**config.mk**
```make
export PLATFORM = sky130hd
export DESIGN_NAME = swl_status_bank
export DESIGN_NICKNAME = d
export VERILOG_FILES = /design/src/hw/swl_pkg.sv /design/src/hw/swl_limit_cmp.sv /design/src/hw/swl_status_bank.sv
export VERILOG_INCLUDE_DIRS = /design/src /design/src/hw
export SDC_FILE = /design/constraint.sdc
export NUM_CORES = 1
export LEC_CHECK = 0
export ABC_AREA = 1
export BUFFER_PORTS_ARGS = -buffer_cell sky130_fd_sc_hd__buf_2
export CORE_UTILIZATION = 50
export CTS_BUF_LIST = sky130_fd_sc_hd__clkbuf_2 sky130_fd_sc_hd__clkbuf_4 sky130_fd_sc_hd__clkbuf_8
export DETAILED_ROUTE_END_ITERATION = 16
export HOLD_SLACK_MARGIN = 0.06
export PLACE_DENSITY_LB_ADDON = 0.05
export REMOVE_ABC_BUFFERS = 1
export SLEW_MARGIN = 20
export SYNTH_ARGS = -nofsm -noshare
export SYNTH_HDL_FRONTEND = slang
export SYNTH_SLANG_ARGS = --single-unit
export TNS_END_PERCENT = 30
```
**constraint.sdc**
```tcl
create_clock -name core_clk -period 3.5 [get_ports core_clk]
set_clock_uncertainty 0.15 [all_clocks]
set_input_delay 0.175 -clock core_clk [delete_from_list [all_inputs] [get_ports core_clk]]
set_output_delay 0.175 -clock core_clk [all_outputs]
set_load 0.03 [all_outputs]
```
**src/hw/swl_consts.svh**
```systemverilog
// Constants for the supply warning limit and status bank: command codes,
// field positions, reset values and register widths.
// Assumes a PMBus protocol engine outside decodes frames into commands.
//
// Notes on behaviour
// Undervoltage limit is 12 bits, upper four zero
// Undervoltage limit resets zero, which disables warning
// Overpower limit is 16 bits, resets 0x7fff
// Overpower compares by sign of the limit
// Status byte is status word low byte
// Communication errors latch status byte bit 1
// Status byte bit 0 shows other active status
// Status word bit 14 mirrors current status
// Status word bit 13 mirrors input status
// Status word bit 12 mirrors maker status
// Status word bits 15, 11:8 read zero
// Clear-faults command clears every latched bit
// Overpower sets input status bit 0, latched
// Undervoltage sets input status bit 5, latched
// Compare once per conversion; reserved writes ignored
`ifndef SWL_CONSTS_SVH
`define SWL_CONSTS_SVH

// ==========================================================================
// Command codes
`define SWL_CMD_CLEAR_FAULTS   8'h03
`define SWL_CMD_VIN_LOW_LIM    8'h58
`define SWL_CMD_PIN_HIGH_LIM   8'h6b
`define SWL_CMD_STATUS_LOW     8'h78
`define SWL_CMD_STATUS_FULL    8'h79

// ==========================================================================
// Reset values and field widths
`define SWL_VIN_LIM_RESET      12'h000
`define SWL_PIN_LIM_RESET      16'h7fff
`define SWL_VIN_LIM_W          12

// ==========================================================================
// Bit positions
`define SWL_SB_CML_BIT         1
`define SWL_SB_OTHER_BIT       0
`define SWL_SW_IOUT_BIT        14
`define SWL_SW_INPUT_BIT       13
`define SWL_SW_MFR_BIT         12
`define SWL_IN_VOV_BIT         6
`define SWL_IN_VUV_BIT         5
`define SWL_IN_POP_BIT         0

`endif

```
**src/hw/swl_pkg.sv**
```systemverilog
// Types shared by the supply warning limit and status bank.
// Assumes nothing beyond a SystemVerilog compiler.
package swl_pkg;
  // ========================================================================
  // Word types
  typedef logic [7:0]  swl_code_t;
  typedef logic [15:0] swl_word_t;
  typedef logic [7:0]  swl_byte_t;
endpackage

```
**src/hw/swl_limit_cmp.sv**
```systemverilog
// Threshold comparator: checks a finished conversion against both limits.
// Assumes readings are stable in the cycle that convDone is high.
`timescale 1ns/1ps
`include "swl_consts.svh"

module swl_limit_cmp #(
  parameter int VIN_W = `SWL_VIN_LIM_W
) (
  input  wire logic                 core_clk,
  input  wire logic                 reset,
  input  wire logic                 convDone,
  input  wire logic [VIN_W-1:0]     vinReading,
  input  wire logic [15:0]          pinReading,
  input  wire logic [VIN_W-1:0]     vinLowLimit,
  input  wire logic [15:0]          pinHighLimit,
  output logic                      uvEvent_q,
  output logic                      opEvent_q
);
  import swl_pkg::*;

  logic signed [15:0] pinS;
  logic signed [15:0] limS;
  logic               opHit;

  // ========================================================================
  // Overpower direction follows the sign of the limit; zero counts positive
  assign pinS  = signed'(pinReading);
  assign limS  = signed'(pinHighLimit);
  assign opHit = limS[15] ? (pinS < limS) : (pinS > limS);

  // Events are one-cycle pulses, only on a finished conversion; a zero limit
  // can never be undercut, which is what disables the warning
  always_ff @(posedge core_clk) begin
    if (reset) begin
      uvEvent_q <= 1'b0;
      opEvent_q <= 1'b0;
    end else begin
      uvEvent_q <= convDone && (vinReading < vinLowLimit);
      opEvent_q <= convDone && opHit;
    end
  end
endmodule // swl_limit_cmp

```
**src/hw/swl_status_bank.sv**
```systemverilog
// Register bank holding the input undervoltage and overpower limits, the
// input status bits they set, and the summary status byte and word.
// Assumes a protocol engine decodes PMBus frames into one-cycle commands,
// reports frame errors as pulses, and that other status registers report
// whether they hold active bits.
// Writes to the read-only codes are dropped silently; the engine is
// expected to flag them as unsupported if that is wanted.
`timescale 1ns/1ps
`include "swl_consts.svh"

module swl_status_bank #(
  parameter int VIN_W = `SWL_VIN_LIM_W
) (
  input  wire logic                 core_clk,
  input  wire logic                 reset,
  // Command port from the protocol engine
  input  wire logic                 cmdValid,
  input  wire logic                 cmdWrite,
  input  wire swl_pkg::swl_code_t   cmdCode,
  input  wire swl_pkg::swl_word_t   cmdData,
  input  wire logic                 commError,
  output swl_pkg::swl_word_t        rdData_q,
  output logic                      rdValid_q,
  output logic                      rdHit_q,
  // Measurement side
  input  wire logic                 convDone,
  input  wire logic [VIN_W-1:0]     vinReading,
  input  wire logic [15:0]          pinReading,
  input  wire logic                 vinOvEvent,
  // Summary of status groups held elsewhere
  input  wire logic                 ioutActive,
  input  wire logic                 mfrActive,
  output logic                      clearFaults_q,
  output swl_pkg::swl_byte_t        inputStatus_q,
  output swl_pkg::swl_word_t        statusWord_q
);
  import swl_pkg::*;

  logic [VIN_W-1:0] vinLowLimit_q;
  swl_word_t        pinHighLimit_q;
  logic             cmlFault_q;
  logic             vinUv_q;
  logic             vinOv_q;
  logic             pinOp_q;
  logic             uvEvent;
  logic             opEvent;
  logic             clearCmd;
  logic             writeVinLim;
  logic             writePinLim;
  logic             readCmd;
  logic             inputActive;
  swl_word_t        statusWord_d;

  // ========================================================================
  // Command decode; every strobe line is an argument so that a continuous
  // assignment calling these functions is re-evaluated when they change
  function automatic logic isWrite(
    input logic      valid,
    input logic      write,
    input swl_code_t got,
    input swl_code_t want
  );
    isWrite = valid && write && (got == want);
  endfunction

  function automatic logic isRead(
    input logic valid,
    input logic write
  );
    isRead = valid && !write;
  endfunction

  assign clearCmd    = isWrite(cmdValid, cmdWrite, cmdCode, `SWL_CMD_CLEAR_FAULTS);
  assign writeVinLim = isWrite(cmdValid, cmdWrite, cmdCode, `SWL_CMD_VIN_LOW_LIM);
  assign writePinLim = isWrite(cmdValid, cmdWrite, cmdCode, `SWL_CMD_PIN_HIGH_LIM);
  assign readCmd     = isRead(cmdValid, cmdWrite);

  // ========================================================================
  // Limit registers; reserved bits of the low limit are never stored
  // A new limit applies from the next finished conversion onwards
  always_ff @(posedge core_clk) begin
    if (reset) begin
      vinLowLimit_q  <= `SWL_VIN_LIM_RESET;
      pinHighLimit_q <= `SWL_PIN_LIM_RESET;
    end else begin
      if (writeVinLim) begin
        vinLowLimit_q <= cmdData[VIN_W-1:0];
      end
      if (writePinLim) begin
        pinHighLimit_q <= cmdData;
      end
    end
  end

  // ========================================================================
  // Threshold checks, once per finished conversion
  swl_limit_cmp #(
    .VIN_W        (VIN_W)
  ) u_cmp (
    .core_clk     (core_clk),
    .reset        (reset),
    .convDone     (convDone),
    .vinReading   (vinReading),
    .pinReading   (pinReading),
    .vinLowLimit  (vinLowLimit_q),
    .pinHighLimit (pinHighLimit_q),
    .uvEvent_q    (uvEvent),
    .opEvent_q    (opEvent)
  );

  // ========================================================================
  // Latched flags; an event in the clearing cycle wins so it is not lost
  always_ff @(posedge core_clk) begin
    if (reset) begin
      vinUv_q <= 1'b0;
    end else begin
      vinUv_q <= uvEvent | (vinUv_q & ~clearCmd);
    end
  end

  // Overvoltage comes from a comparator outside this bank, latched here
  always_ff @(posedge core_clk) begin
    if (reset) begin
      vinOv_q <= 1'b0;
    end else begin
      vinOv_q <= vinOvEvent | (vinOv_q & ~clearCmd);
    end
  end

  // Overpower latch, set by the comparator pulse
  always_ff @(posedge core_clk) begin
    if (reset) begin
      pinOp_q <= 1'b0;
    end else begin
      pinOp_q <= opEvent | (pinOp_q & ~clearCmd);
    end
  end

  // Communication fault from the engine latches until clear-faults
  always_ff @(posedge core_clk) begin
    if (reset) begin
      cmlFault_q <= 1'b0;
    end else begin
      cmlFault_q <= commError | (cmlFault_q & ~clearCmd);
    end
  end

  // Clear pulse forwarded so the status registers held elsewhere clear too
  always_ff @(posedge core_clk) begin
    if (reset) begin
      clearFaults_q <= 1'b0;
    end else begin
      clearFaults_q <= clearCmd;
    end
  end

  // ========================================================================
  // Summary word; live bits are rebuilt every cycle, one cycle behind
  assign inputActive = vinUv_q | vinOv_q | pinOp_q;

  always_comb begin
    statusWord_d                     = 16'h0000;
    statusWord_d[`SWL_SW_IOUT_BIT]   = ioutActive;
    statusWord_d[`SWL_SW_INPUT_BIT]  = inputActive;
    statusWord_d[`SWL_SW_MFR_BIT]    = mfrActive;
    statusWord_d[`SWL_SB_CML_BIT]    = cmlFault_q;
    statusWord_d[`SWL_SB_OTHER_BIT]  = ioutActive | inputActive | mfrActive;
  end

  // Status word register, rebuilt every cycle
  always_ff @(posedge core_clk) begin
    if (reset) begin
      statusWord_q <= 16'h0000;
    end else begin
      statusWord_q <= statusWord_d;
    end
  end

  // Input status byte; reserved bits 7 and 4:1 stay zero
  always_ff @(posedge core_clk) begin
    if (reset) begin
      inputStatus_q <= 8'h00;
    end else begin
      inputStatus_q <= {1'b0, vinOv_q, vinUv_q, 4'h0, pinOp_q};
    end
  end

  // ========================================================================
  // Read path: answer one cycle after the command, zero-extended
  // Unknown codes still answer, with no hit, so the engine can flag them
  always_ff @(posedge core_clk) begin
    if (reset) begin
      rdValid_q <= 1'b0;
      rdHit_q   <= 1'b0;
      rdData_q  <= 16'h0000;
    end else begin
      rdValid_q <= readCmd;
      rdHit_q   <= 1'b0;
      rdData_q  <= 16'h0000;
      if (readCmd) begin
        case (cmdCode)
          `SWL_CMD_VIN_LOW_LIM: begin
            rdHit_q  <= 1'b1;
            rdData_q <= {4'h0, vinLowLimit_q};
          end
          `SWL_CMD_PIN_HIGH_LIM: begin
            rdHit_q  <= 1'b1;
            rdData_q <= pinHighLimit_q;
          end
          `SWL_CMD_STATUS_LOW: begin
            rdHit_q  <= 1'b1;
            rdData_q <= {8'h00, statusWord_q[7:0]};
          end
          `SWL_CMD_STATUS_FULL: begin
            rdHit_q  <= 1'b1;
            rdData_q <= statusWord_q;
          end
          default: begin
            rdHit_q  <= 1'b0;
          end
        endcase
      end
    end
  end
endmodule // swl_status_bank

```
# Yosys cells after proc, flatten, opt, wreduce, memory -nomap -nowiden

Cells that the tools add are included.

Logic and storage cells: 51
Input bits: 61
Output and inout port bits: 43
Bits in registers: 77

Reductions and logical operators: 10
$lt $le $gt $ge: 3
Muxes and demuxes: 3
Bitwise gates (word level): 14
Equal/unequal tests: 5

Operators with widths:

| cell                                                 | count |
|---|---|
| one-hot mux 16 bit (4 select lines)                  | 1 |
| equality test 8 x 7 -> 1 bit (second input constant) | 4 |
| greater-than comparator 16 bit                       | 1 |
| < comparator 16 bit                                  | 1 |
| < comparator 12 bit                                  | 1 |
| equality test 8 x 2 -> 1 bit (second input constant) | 1 |
| bitwise OR 1 bit                                     | 8 |
| logical AND 1 bit                                    | 7 |
| AND 1 bit                                            | 4 |
| OR reduction 4 bit                                   | 1 |
| 2-to-1 mux 1 bit                                     | 2 |
| NOT 1 bit                                            | 2 |
| OR reduction 2 bit                                   | 1 |
| logical NOT 1 bit                                    | 1 |

# Logic depth before layout (Yosys ltp)

Gate-level depths: netlist of the first run.

Depth in word-level cells: 5
Gate-level depth with buffers: 14
Depth with buffers taken out: 14

# By module

A second synthesis of the first run with hierarchy kept.

Cells, all modules: 493
Area, all modules: 3,409.5 µm²

By module, submodules not included:

| module          | times used | seq. area each (µm²) | cells an instance | area each (µm²) |
|---|---|---|---|---|
| swl_status_bank | 1          | 1,181.1              | 362               | 2,570.0 |
| swl_limit_cmp   | 1          | 40.0                 | 131               | 839.6 |

# Least setup slack after synthesis of the first run

Ideal clock, no wire load.

Path kind: flip-flop to flip-flop
Start: reg pinHighLimit_q[15]
End: reg u_cmp.opEvent_q
Path buffers: 0
Arrival time: 1.410 ns
Stages on the path, launching flop included: 14
Slack: 1.830 ns
Required time: 3.240 ns
Clock period less this slack: 1.670 ns
Setup time: 0.110 ns
Cells stage by stage: dfxtp_1 inv_1 ha_1 nand2_1 nor2_1 nand2_1 nor2_1 nand2_1 nand3_1 nand2_1 nand3_1 nand2_1 inv_1 nor2_1

Longest elaborated chain between the ends: 3
Elaborated cells on any way between the ends: 4
Classes of those cells: order compare: 2; mux: 1; reduce/logical: 1

Ends and longest elaborated chain:

| element                                                               | line                  | text |
|---|---|---|
| start, declared                                                       | swl_status_bank.sv:40 | `swl_word_t pinHighLimit_q;` |
| start signal, assigned                                                | swl_status_bank.sv:84 | `` pinHighLimit_q <= `SWL_PIN_LIM_RESET; `` |
| start signal, assigned                                                | swl_status_bank.sv:90 | `pinHighLimit_q <= cmdData;` |
| greater-than comparator 16 bit or < comparator 16 bit (tied branches) | swl_limit_cmp.sv:29   | `assign opHit = limS[15] ? (pinS < limS) : (pinS > limS);` |
| 2-to-1 mux 1 bit *                                                    | swl_limit_cmp.sv:29   |  |
| logical AND 1 bit *                                                   | swl_limit_cmp.sv:39   | `opEvent_q <= convDone && opHit;` |
| end signal, assigned                                                  | swl_limit_cmp.sv:39   |  |
| end, declared                                                         | swl_limit_cmp.sv:17   | `output logic opEvent_q` |

Mark *: on every way between the ends. The rest lies on a longest branch, timed or not.
A chain may end at the register's enable or synchronous reset.

# Worst setup path in the final report of the first run

Start: in cmdCode[1]
End: reg vinLowLimit_q[10]

Longest elaborated chain between the ends: 2

Ends and longest elaborated chain:

| element                      | line                  | text |
|---|---|---|
| start, declared              | swl_status_bank.sv:19 | `input wire swl_pkg::swl_code_t cmdCode,` |
| equality test 8 x 7 -> 1 bit | swl_status_bank.sv:63 | `isWrite = valid && write && (got == want);` |
| logical AND 1 bit            | swl_status_bank.sv:63 |  |
| end signal, assigned         | swl_status_bank.sv:83 | `` vinLowLimit_q <= `SWL_VIN_LIM_RESET; `` |
| end signal, assigned         | swl_status_bank.sv:87 | `vinLowLimit_q <= cmdData[VIN_W-1:0];` |
| end, declared                | swl_status_bank.sv:39 | `logic [VIN_W-1:0] vinLowLimit_q;` |

Every way passes these cells.

==> flow_metrics.env, run 1 <==
export IMPL_status="completed"
export IMPL_insertion_delay_ps=340
export IMPL_nets=580
export IMPL_max_slew_margin_pct=58.4
export IMPL_worst_pin_slew_ps=622
export IMPL_clkTransAtPathRegs_ps=70
export IMPL_cp_start_kind="input pin"
export IMPL_finalSetupViolCount=0
export IMPL_drt_total_wl_um=6790
export IMPL_finalPower_mw=1.54
export IMPL_cts_resized=0
export IMPL_syn_avg_cell_area_um2=7.81
export IMPL_cellPowerDensity_nw_per_um2=403
export IMPL_rsz0062_at_grt="no"
export IMPL_drive_gt1_share_pct=23.7
export IMPL_crit_path_max_fanout=24
export IMPL_syn_instance_count=382
export IMPL_fmax_ghz=0.492
export IMPL_syn_to_final_growth_pct=28.3
export IMPL_die_x_um=79.3
export IMPL_ys_ff_latch=61
export IMPL_cts_made_buffers=9
export IMPL_hold_class="in -> reg"
export IMPL_ys_warnings_count=0
export IMPL_period_minus_slack_ps=2030
export IMPL_cellLeakagePower_nw=1.96
export IMPL_reg2reg_slack_ps=1560
export IMPL_io_pins=104
export IMPL_vdd_drop_max_uv=257
export IMPL_drtAntennaViolNets=0
export IMPL_port_buffer_count=87
export IMPL_r2r_start="pinHighLimit_q[15]"
export IMPL_cts_tree="yes"
export IMPL_worst_setup_path_end_kind="flop"
export IMPL_grt_util_met3_pct=4.48
export IMPL_top_usage_layer="met2"
export IMPL_track_usage_pct=23.6
export IMPL_diodes=0
export IMPL_start_util_pct=52.9
export IMPL_cts_hold_fix_buffers=25
export IMPL_first_global_vias=2541
export IMPL_core_um2=5640
export IMPL_use_met2_pct=39.1
export IMPL_arrival_ps=2100
export IMPL_post_cts_buffers=0
export IMPL_die_area_um2=6280
export IMPL_syn_area_um2=2980
export IMPL_first_pass_iters=4
export IMPL_vias_per_cell=4.69
export IMPL_hold_slack_ps=105
export IMPL_critPathKind="in -> reg"
export IMPL_cts_htree_levels=3
export IMPL_tns_ps=0
export IMPL_hp_start="cmdCode[4]"
export IMPL_drt_iter0_markers=84
export IMPL_grt_met1_usage_pct=30.1
export IMPL_drc=0
export IMPL_worstSetupStartpoint="cmdCode[1]"
export IMPL_worst_endpoint_required_ps=3570
export IMPL_cts_root_buf="clkbuf_8"
export IMPL_grt_max_degree=31
export IMPL_wire_per_inst_um=11.9
export IMPL_cts_path_max_buffers=2
export IMPL_grt_ovfl_total=0
export IMPL_cts_sinks=61
export IMPL_antenna_found_initial=0
export IMPL_die_y_um=79.3
export IMPL_drv_slew=0
export IMPL_max_cap_violations=0
export IMPL_row_count=27
export IMPL_synth_distinct_cells=30
export IMPL_num_vias=2670
export IMPL_fin_util_pct=67.9
export IMPL_grt_pass1_wl_um=11200
export IMPL_gp_congestion=0.790
export IMPL_synth_seq_area_share_pct=40.9
export IMPL_fin_crit_sh_pct=58.1
export IMPL_hold_violations=0
export IMPL_dpl_hpwl_um=4850
-- metrics by stage --
stage          worst slack, ps  instance area (um^2)  cells
3_3_place_gp              1650                  3360    528
6_report                  1470                  3830    569
2_1_floorplan             1830                  2840    369
4_1_cts                   1470                  3830    569
3_5_place_dp              1590                  3360    528
5_1_grt                   1290                  3830    569
-- flip-flops by register name (all words and copies together), names as in the netlist --
| signal | count |
|---|---|
| pinOp_q | 1 |
| rdData_q | 16 |
| cmlFault_q | 1 |
| rdValid_q | 1 |
| vinUv_q | 1 |
| vinLowLimit_q | 12 |
| rdHit_q | 1 |
| pinHighLimit_q | 16 |
| u_cmp.opEvent_q | 1 |
| u_cmp.uvEvent_q | 1 |
| vinOv_q | 1 |
| statusWord_q | 5 |
| clearFaults_q | 1 |
| inputStatus_q | 3 |
-- layout by cell type (no fill, tap or decap) --
cell / n
nand3_4: 1
nand4_1: 2
a22o_1: 4
nand2_2: 3
o21a_1: 1
conb_1: 16
nor3_2: 3
clkbuf_4: 1
inv_1: 57
o21ai_0: 27
inv_2: 4
nor3_1: 4
nor2_2: 1
buf_2: 87
dlygate4sd3_1: 25
ha_1: 27
o31ai_1: 1
clkinvlp_4: 1
nor2_4: 1
o211ai_1: 1
clkinv_2: 1
nand2_1: 69
a211oi_2: 1
a21oi_2: 1
clkbuf_8: 12
a31oi_1: 2
nand3_1: 13
dfxtp_1: 61
a21oi_1: 48
nor2_1: 19
bufinv_16: 1
nor4_1: 2
-- where the power goes --
group          internal, mW  switching [mW]
Clock                 0.394           0.269
Sequential            0.705         0.00479
Combinational        0.0714           0.100
Total                  1.17           0.374
-- cell type report --
| cell class | instances | area [um^2] |
|---|---|---|
| clock inverters | 3 | 42.5 |
| well taps | 72 | 90.1 |
| fillers | 492 | 1810 |
| inverters | 61 | 229 |
| clock buffers | 13 | 173 |
| flip-flops and latches | 61 | 1220 |
| multi-input cells | 247 | 1390 |
| repair buffers | 112 | 686 |
-- layer usage --
layer | vias to the layer above | part of all wire [%]
met5 | - | 0
met4 | 0 | 0.96
met3 | 10 | 4.9
met2 | 76 | 46
met1 | 1156 | 48
li1 | 1428 | -
-- worst max-delay path, cell delays in order --
cell	delay (ps)
dlygate4sd3_1	530
buf_2	140
nor4_1	260
nand2_1	120
inv_2	250
nand3_4	300
o21ai_0	280
a21oi_1	60
-- logic make-up (layout without fill, tap and decap cells) --
family / count (synthesis) / count (layout) / share of synthesized area [%]
flip-flops: 61 / 61 / 40.9
AO/OA/AOI/OAI: 86 / 86 / 15.6
adder cells (fa/ha/maj): 27 / 27 / 11.3
buffers and inverters: 89 / 189 / 14.4
AND/OR/NAND/NOR: 118 / 118 / 17.6
other: 1 / 16 / 0.126
-- cell usage after synthesis --
library cell,count,area [um^2]
nand3_4,1,17.5
a211oi_2,1,12.5
nand4_1,2,12.5
o21a_1,1,7.51
nand3_1,13,65.1
nor2_4,1,11.3
nor4_1,2,12.5
a21oi_2,1,8.76
conb_1,1,3.75
ha_1,27,338
o31ai_1,1,7.51
buf_6,3,33.8
nor3_2,3,30.0
a31oi_1,2,12.5
nand2_1,69,259
buf_4,19,143
buf_2,2,10.0
nor3_1,4,20.0
nor2_2,1,6.26
nor2_1,19,71.3
o21ai_0,27,135
clkbuf_1,3,11.3
a21oi_1,48,240
a22o_1,4,35.0
inv_1,57,214
o211ai_1,1,7.51
nand2_2,3,18.8
buf_1,1,3.75
inv_2,4,15.0
dfxtp_1,61,1220
-- path summary, 6_finish.rpt --
check | end | cells after the start
worst max-delay path | vinLowLimit_q[10] | 8
worst min-delay path | rdData_q[1] | 5
worst max register to register | u_cmp.opEvent_q | 13
worst min register to register | statusWord_q[1] | 2
Note: power is estimated with default switching activity, not from simulation.
==> run 2, diff against run 1 <==
--- a/config.mk
+++ b/config.mk
@@ -8,7 +8,7 @@
 export LEC_CHECK = 0
 export ABC_AREA = 1
 export BUFFER_PORTS_ARGS = -buffer_cell sky130_fd_sc_hd__buf_2
-export CORE_UTILIZATION = 50
+export CORE_UTILIZATION = 47
 export CTS_BUF_LIST = sky130_fd_sc_hd__clkbuf_2 sky130_fd_sc_hd__clkbuf_4 sky130_fd_sc_hd__clkbuf_8
 export DETAILED_ROUTE_END_ITERATION = 16
 export HOLD_SLACK_MARGIN = 0.06
==> constraint.sdc (replaced) <==
create_clock -name core_clk -period 1.8 [get_ports core_clk]
set_clock_uncertainty 0.15 [all_clocks]
set_input_delay 0.09 -clock core_clk [delete_from_list [all_inputs] [get_ports core_clk]]
set_output_delay 0.09 -clock core_clk [all_outputs]
set_load 0.03 [all_outputs]
==> run 2 against run 1 <==
Critical path depth is 2 higher. Sequential cell count is the same. Clock-buffer cell count decreased by 4. Non-clock buffer count rose by 18. Total power increased by 91%. Die area is 6.2% higher. Clock power increased by 79%. Worst setup slack got worse by 1400 ps. Sequential power up 94%. Cell count increased by 4.0%. Critical path type unchanged. Highest routed layer unchanged.
==> flow_metrics.env, run 2 (synthesis results as in run 1) <==
export IMPL_critPathTopFamily="buffers and inverters"
export IMPL_cts_htree_levels=3
export IMPL_cts_path_max_buffers=2
export IMPL_rr_worst_depth=13
export IMPL_drt_iter0_markers=129
export IMPL_grt_ovfl_total=0
export IMPL_wire_per_inst_um=13.5
export IMPL_period_minus_slack_ps=1760
export IMPL_cts_made_buffers=9
export IMPL_crit_chain="dlygate4sd3_1 > buf_2 > inv_1 > nand2_2 > nor4_2 > nand2_1 > inv_2 > buf_4 > nand2_1 > a21oi_1"
export IMPL_worstHoldPathCells=7
export IMPL_drtAntennaViolNets=0
export IMPL_antenna_found_initial=0
export IMPL_fin_crit_sh_pct=98.0
export IMPL_drv_slew=0
export IMPL_placed_cell_area_um2=3410
export IMPL_worst_endpoint_required_ps=1910
export IMPL_die_area_um2=6670
export IMPL_crit_buf_inv=5
export IMPL_grt_pass1_wl_um=11700
export IMPL_cts_tree="yes"
export IMPL_rsz0062_at_grt="yes"
export IMPL_die_y_um=81.7
export IMPL_dp_cells=537
export IMPL_cp_common_cell="nand2_1"
export IMPL_layout_commonest_cell="buf_2"
export IMPL_track_usage_pct=23.8
export IMPL_fin_util_pct=68.7
export IMPL_drive_gt1_share_pct=30.6
export IMPL_tns_ps=0
export IMPL_worst_setup_path_end_kind="flop"
export IMPL_status="completed"
export IMPL_slowest_delay_ps=540
export IMPL_drc=0
export IMPL_dpl_hpwl_um=4920
export IMPL_nets=600
export IMPL_grt_max_degree=26
export IMPL_critPathKind="in -> reg"
export IMPL_cts_sinks=61
export IMPL_cts_root_buf="clkbuf_8"
export IMPL_fin_area_um2=4140
export IMPL_vdd_drop_max_uv=566
export IMPL_min_to="u_cmp.uvEvent_q"
export IMPL_max_cap_violations=0
export IMPL_drt_total_wl_um=7970
export IMPL_diodes=0
export IMPL_io_pins=104
export IMPL_clkTransAtPathRegs_ps=70
export IMPL_hold_class="in -> reg"
export IMPL_hp_start="vinReading[11]"
export IMPL_fin_cells=592
export IMPL_start_util_pct=49.5
export IMPL_finalPower_mw=2.95
export IMPL_arrival_ps=1870
export IMPL_layout_common_cells="buf_2 (87), nand2_1 (64), dfxtp_1 (54), inv_1 (53), a21oi_1 (47)"
export IMPL_num_vias=2897
export IMPL_cellLeakagePower_nw=2.04
export IMPL_crit_path_max_fanout=12
export IMPL_gp_congestion=0.804
export IMPL_finalSetupViolCount=0
export IMPL_reg_top3="pinHighLimit_q: 16 flops, rdData_q: 16 flops, vinLowLimit_q: 12 flops"
export IMPL_die_x_um=81.7
export IMPL_cp_start_kind="input pin"
export IMPL_row_count=28
export IMPL_hold_violations=0
export IMPL_port_buffer_count=87
export IMPL_r2r_start="pinHighLimit_q[12]"
export IMPL_insertion_delay_ps=330
export IMPL_core_um2=6030
export IMPL_cellPowerDensity_nw_per_um2=713
export IMPL_syn_to_final_growth_pct=38.8
export IMPL_rr_endpoint="u_cmp.opEvent_q"
export IMPL_layout_setup_ws_ps=36.1
export IMPL_dp_slack_ps=-4.20
export IMPL_reg2reg_slack_ps=40
export IMPL_fmax_ghz=0.567
export IMPL_first_global_vias=2620
export IMPL_first_pass_iters=5
export IMPL_vias_per_cell=4.89
export IMPL_cp_slowest_cell="dlygate4sd3_1"
export IMPL_hold_slack_ps=138
==> run 2: cell types whose count changed in the layout (fill, tap and decap cells not counted), moves of 7 or more <==
cell / previous run / this run
buf_4: 0 / 9
ha_4: 0 / 7
dlygate4sd3_1: 25 / 34
ha_1: 27 / 20
dfxtp_1: 61 / 54
dfxtp_2: 0 / 7
==> run 2: timing repair <==
item                       in CTS  in global routing
pin swaps                       0                 11
hold endpoints to repair       43                  1
buffers inserted                0                  3
gates cloned                    0                  2
hold buffers                   34                  1
resized for setup               2                 34
setup endpoints to repair       1                 25
==> run 2: final cells by class <==
cell class / instances / area [um^2]
Fill cell: 512 / 1880
Inverter: 61 / 229
Sequential cell: 61 / 1230
Tap cell: 75 / 93.8
Multi-Input combinational cell: 249 / 1560
Timing Repair Buffer: 130 / 843
Clock inverter: 7 / 66.3
Clock buffer: 9 / 124
==> run 2: how the worst max path moves through the flow <==
| stage | startpoint | end | depth (start not counted) |
|---|---|---|---|
| global route | cmdCode[2] | rdData_q[9] | 10 |
| global placement | pinHighLimit_q[15] | u_cmp.opEvent_q | 13 |
| floorplan | pinHighLimit_q[15] | u_cmp.opEvent_q | 13 |
| finish | cmdCode[2] | rdData_q[9] | 10 |
| detailed placement | pinHighLimit_q[15] | u_cmp.opEvent_q | 13 |
| CTS | pinHighLimit_q[15] | u_cmp.opEvent_q | 13 |
==> run 2: power breakdown <==
part           switching, mW  leakage [nW]  total, mW  internal [mW]
sequential            0.0102         0.493       1.38           1.37
combinational          0.220          1.45      0.384          0.164
clock                  0.556        0.0987       1.19          0.631
total                  0.786          2.04       2.95           2.17
==> run 2: worst min-delay path, cell delays in order <==
cell	delay [ps]
buf_2	90
ha_1	130
a21oi_1	30
o21ai_0	80
a21oi_1	50
nand3_1	70
nor2_1	30
==> run 2: layer usage <==
metal / up-vias / routed length, um / track usage [%]
met3: 13 / 372 / 4.44
met5: - / 0 / 0
met2: 107 / 3830 / 39.3
li1: 1469 / - / -
met1: 1308 / 3630 / 29.8
met4: 0 / 144 / 11.2
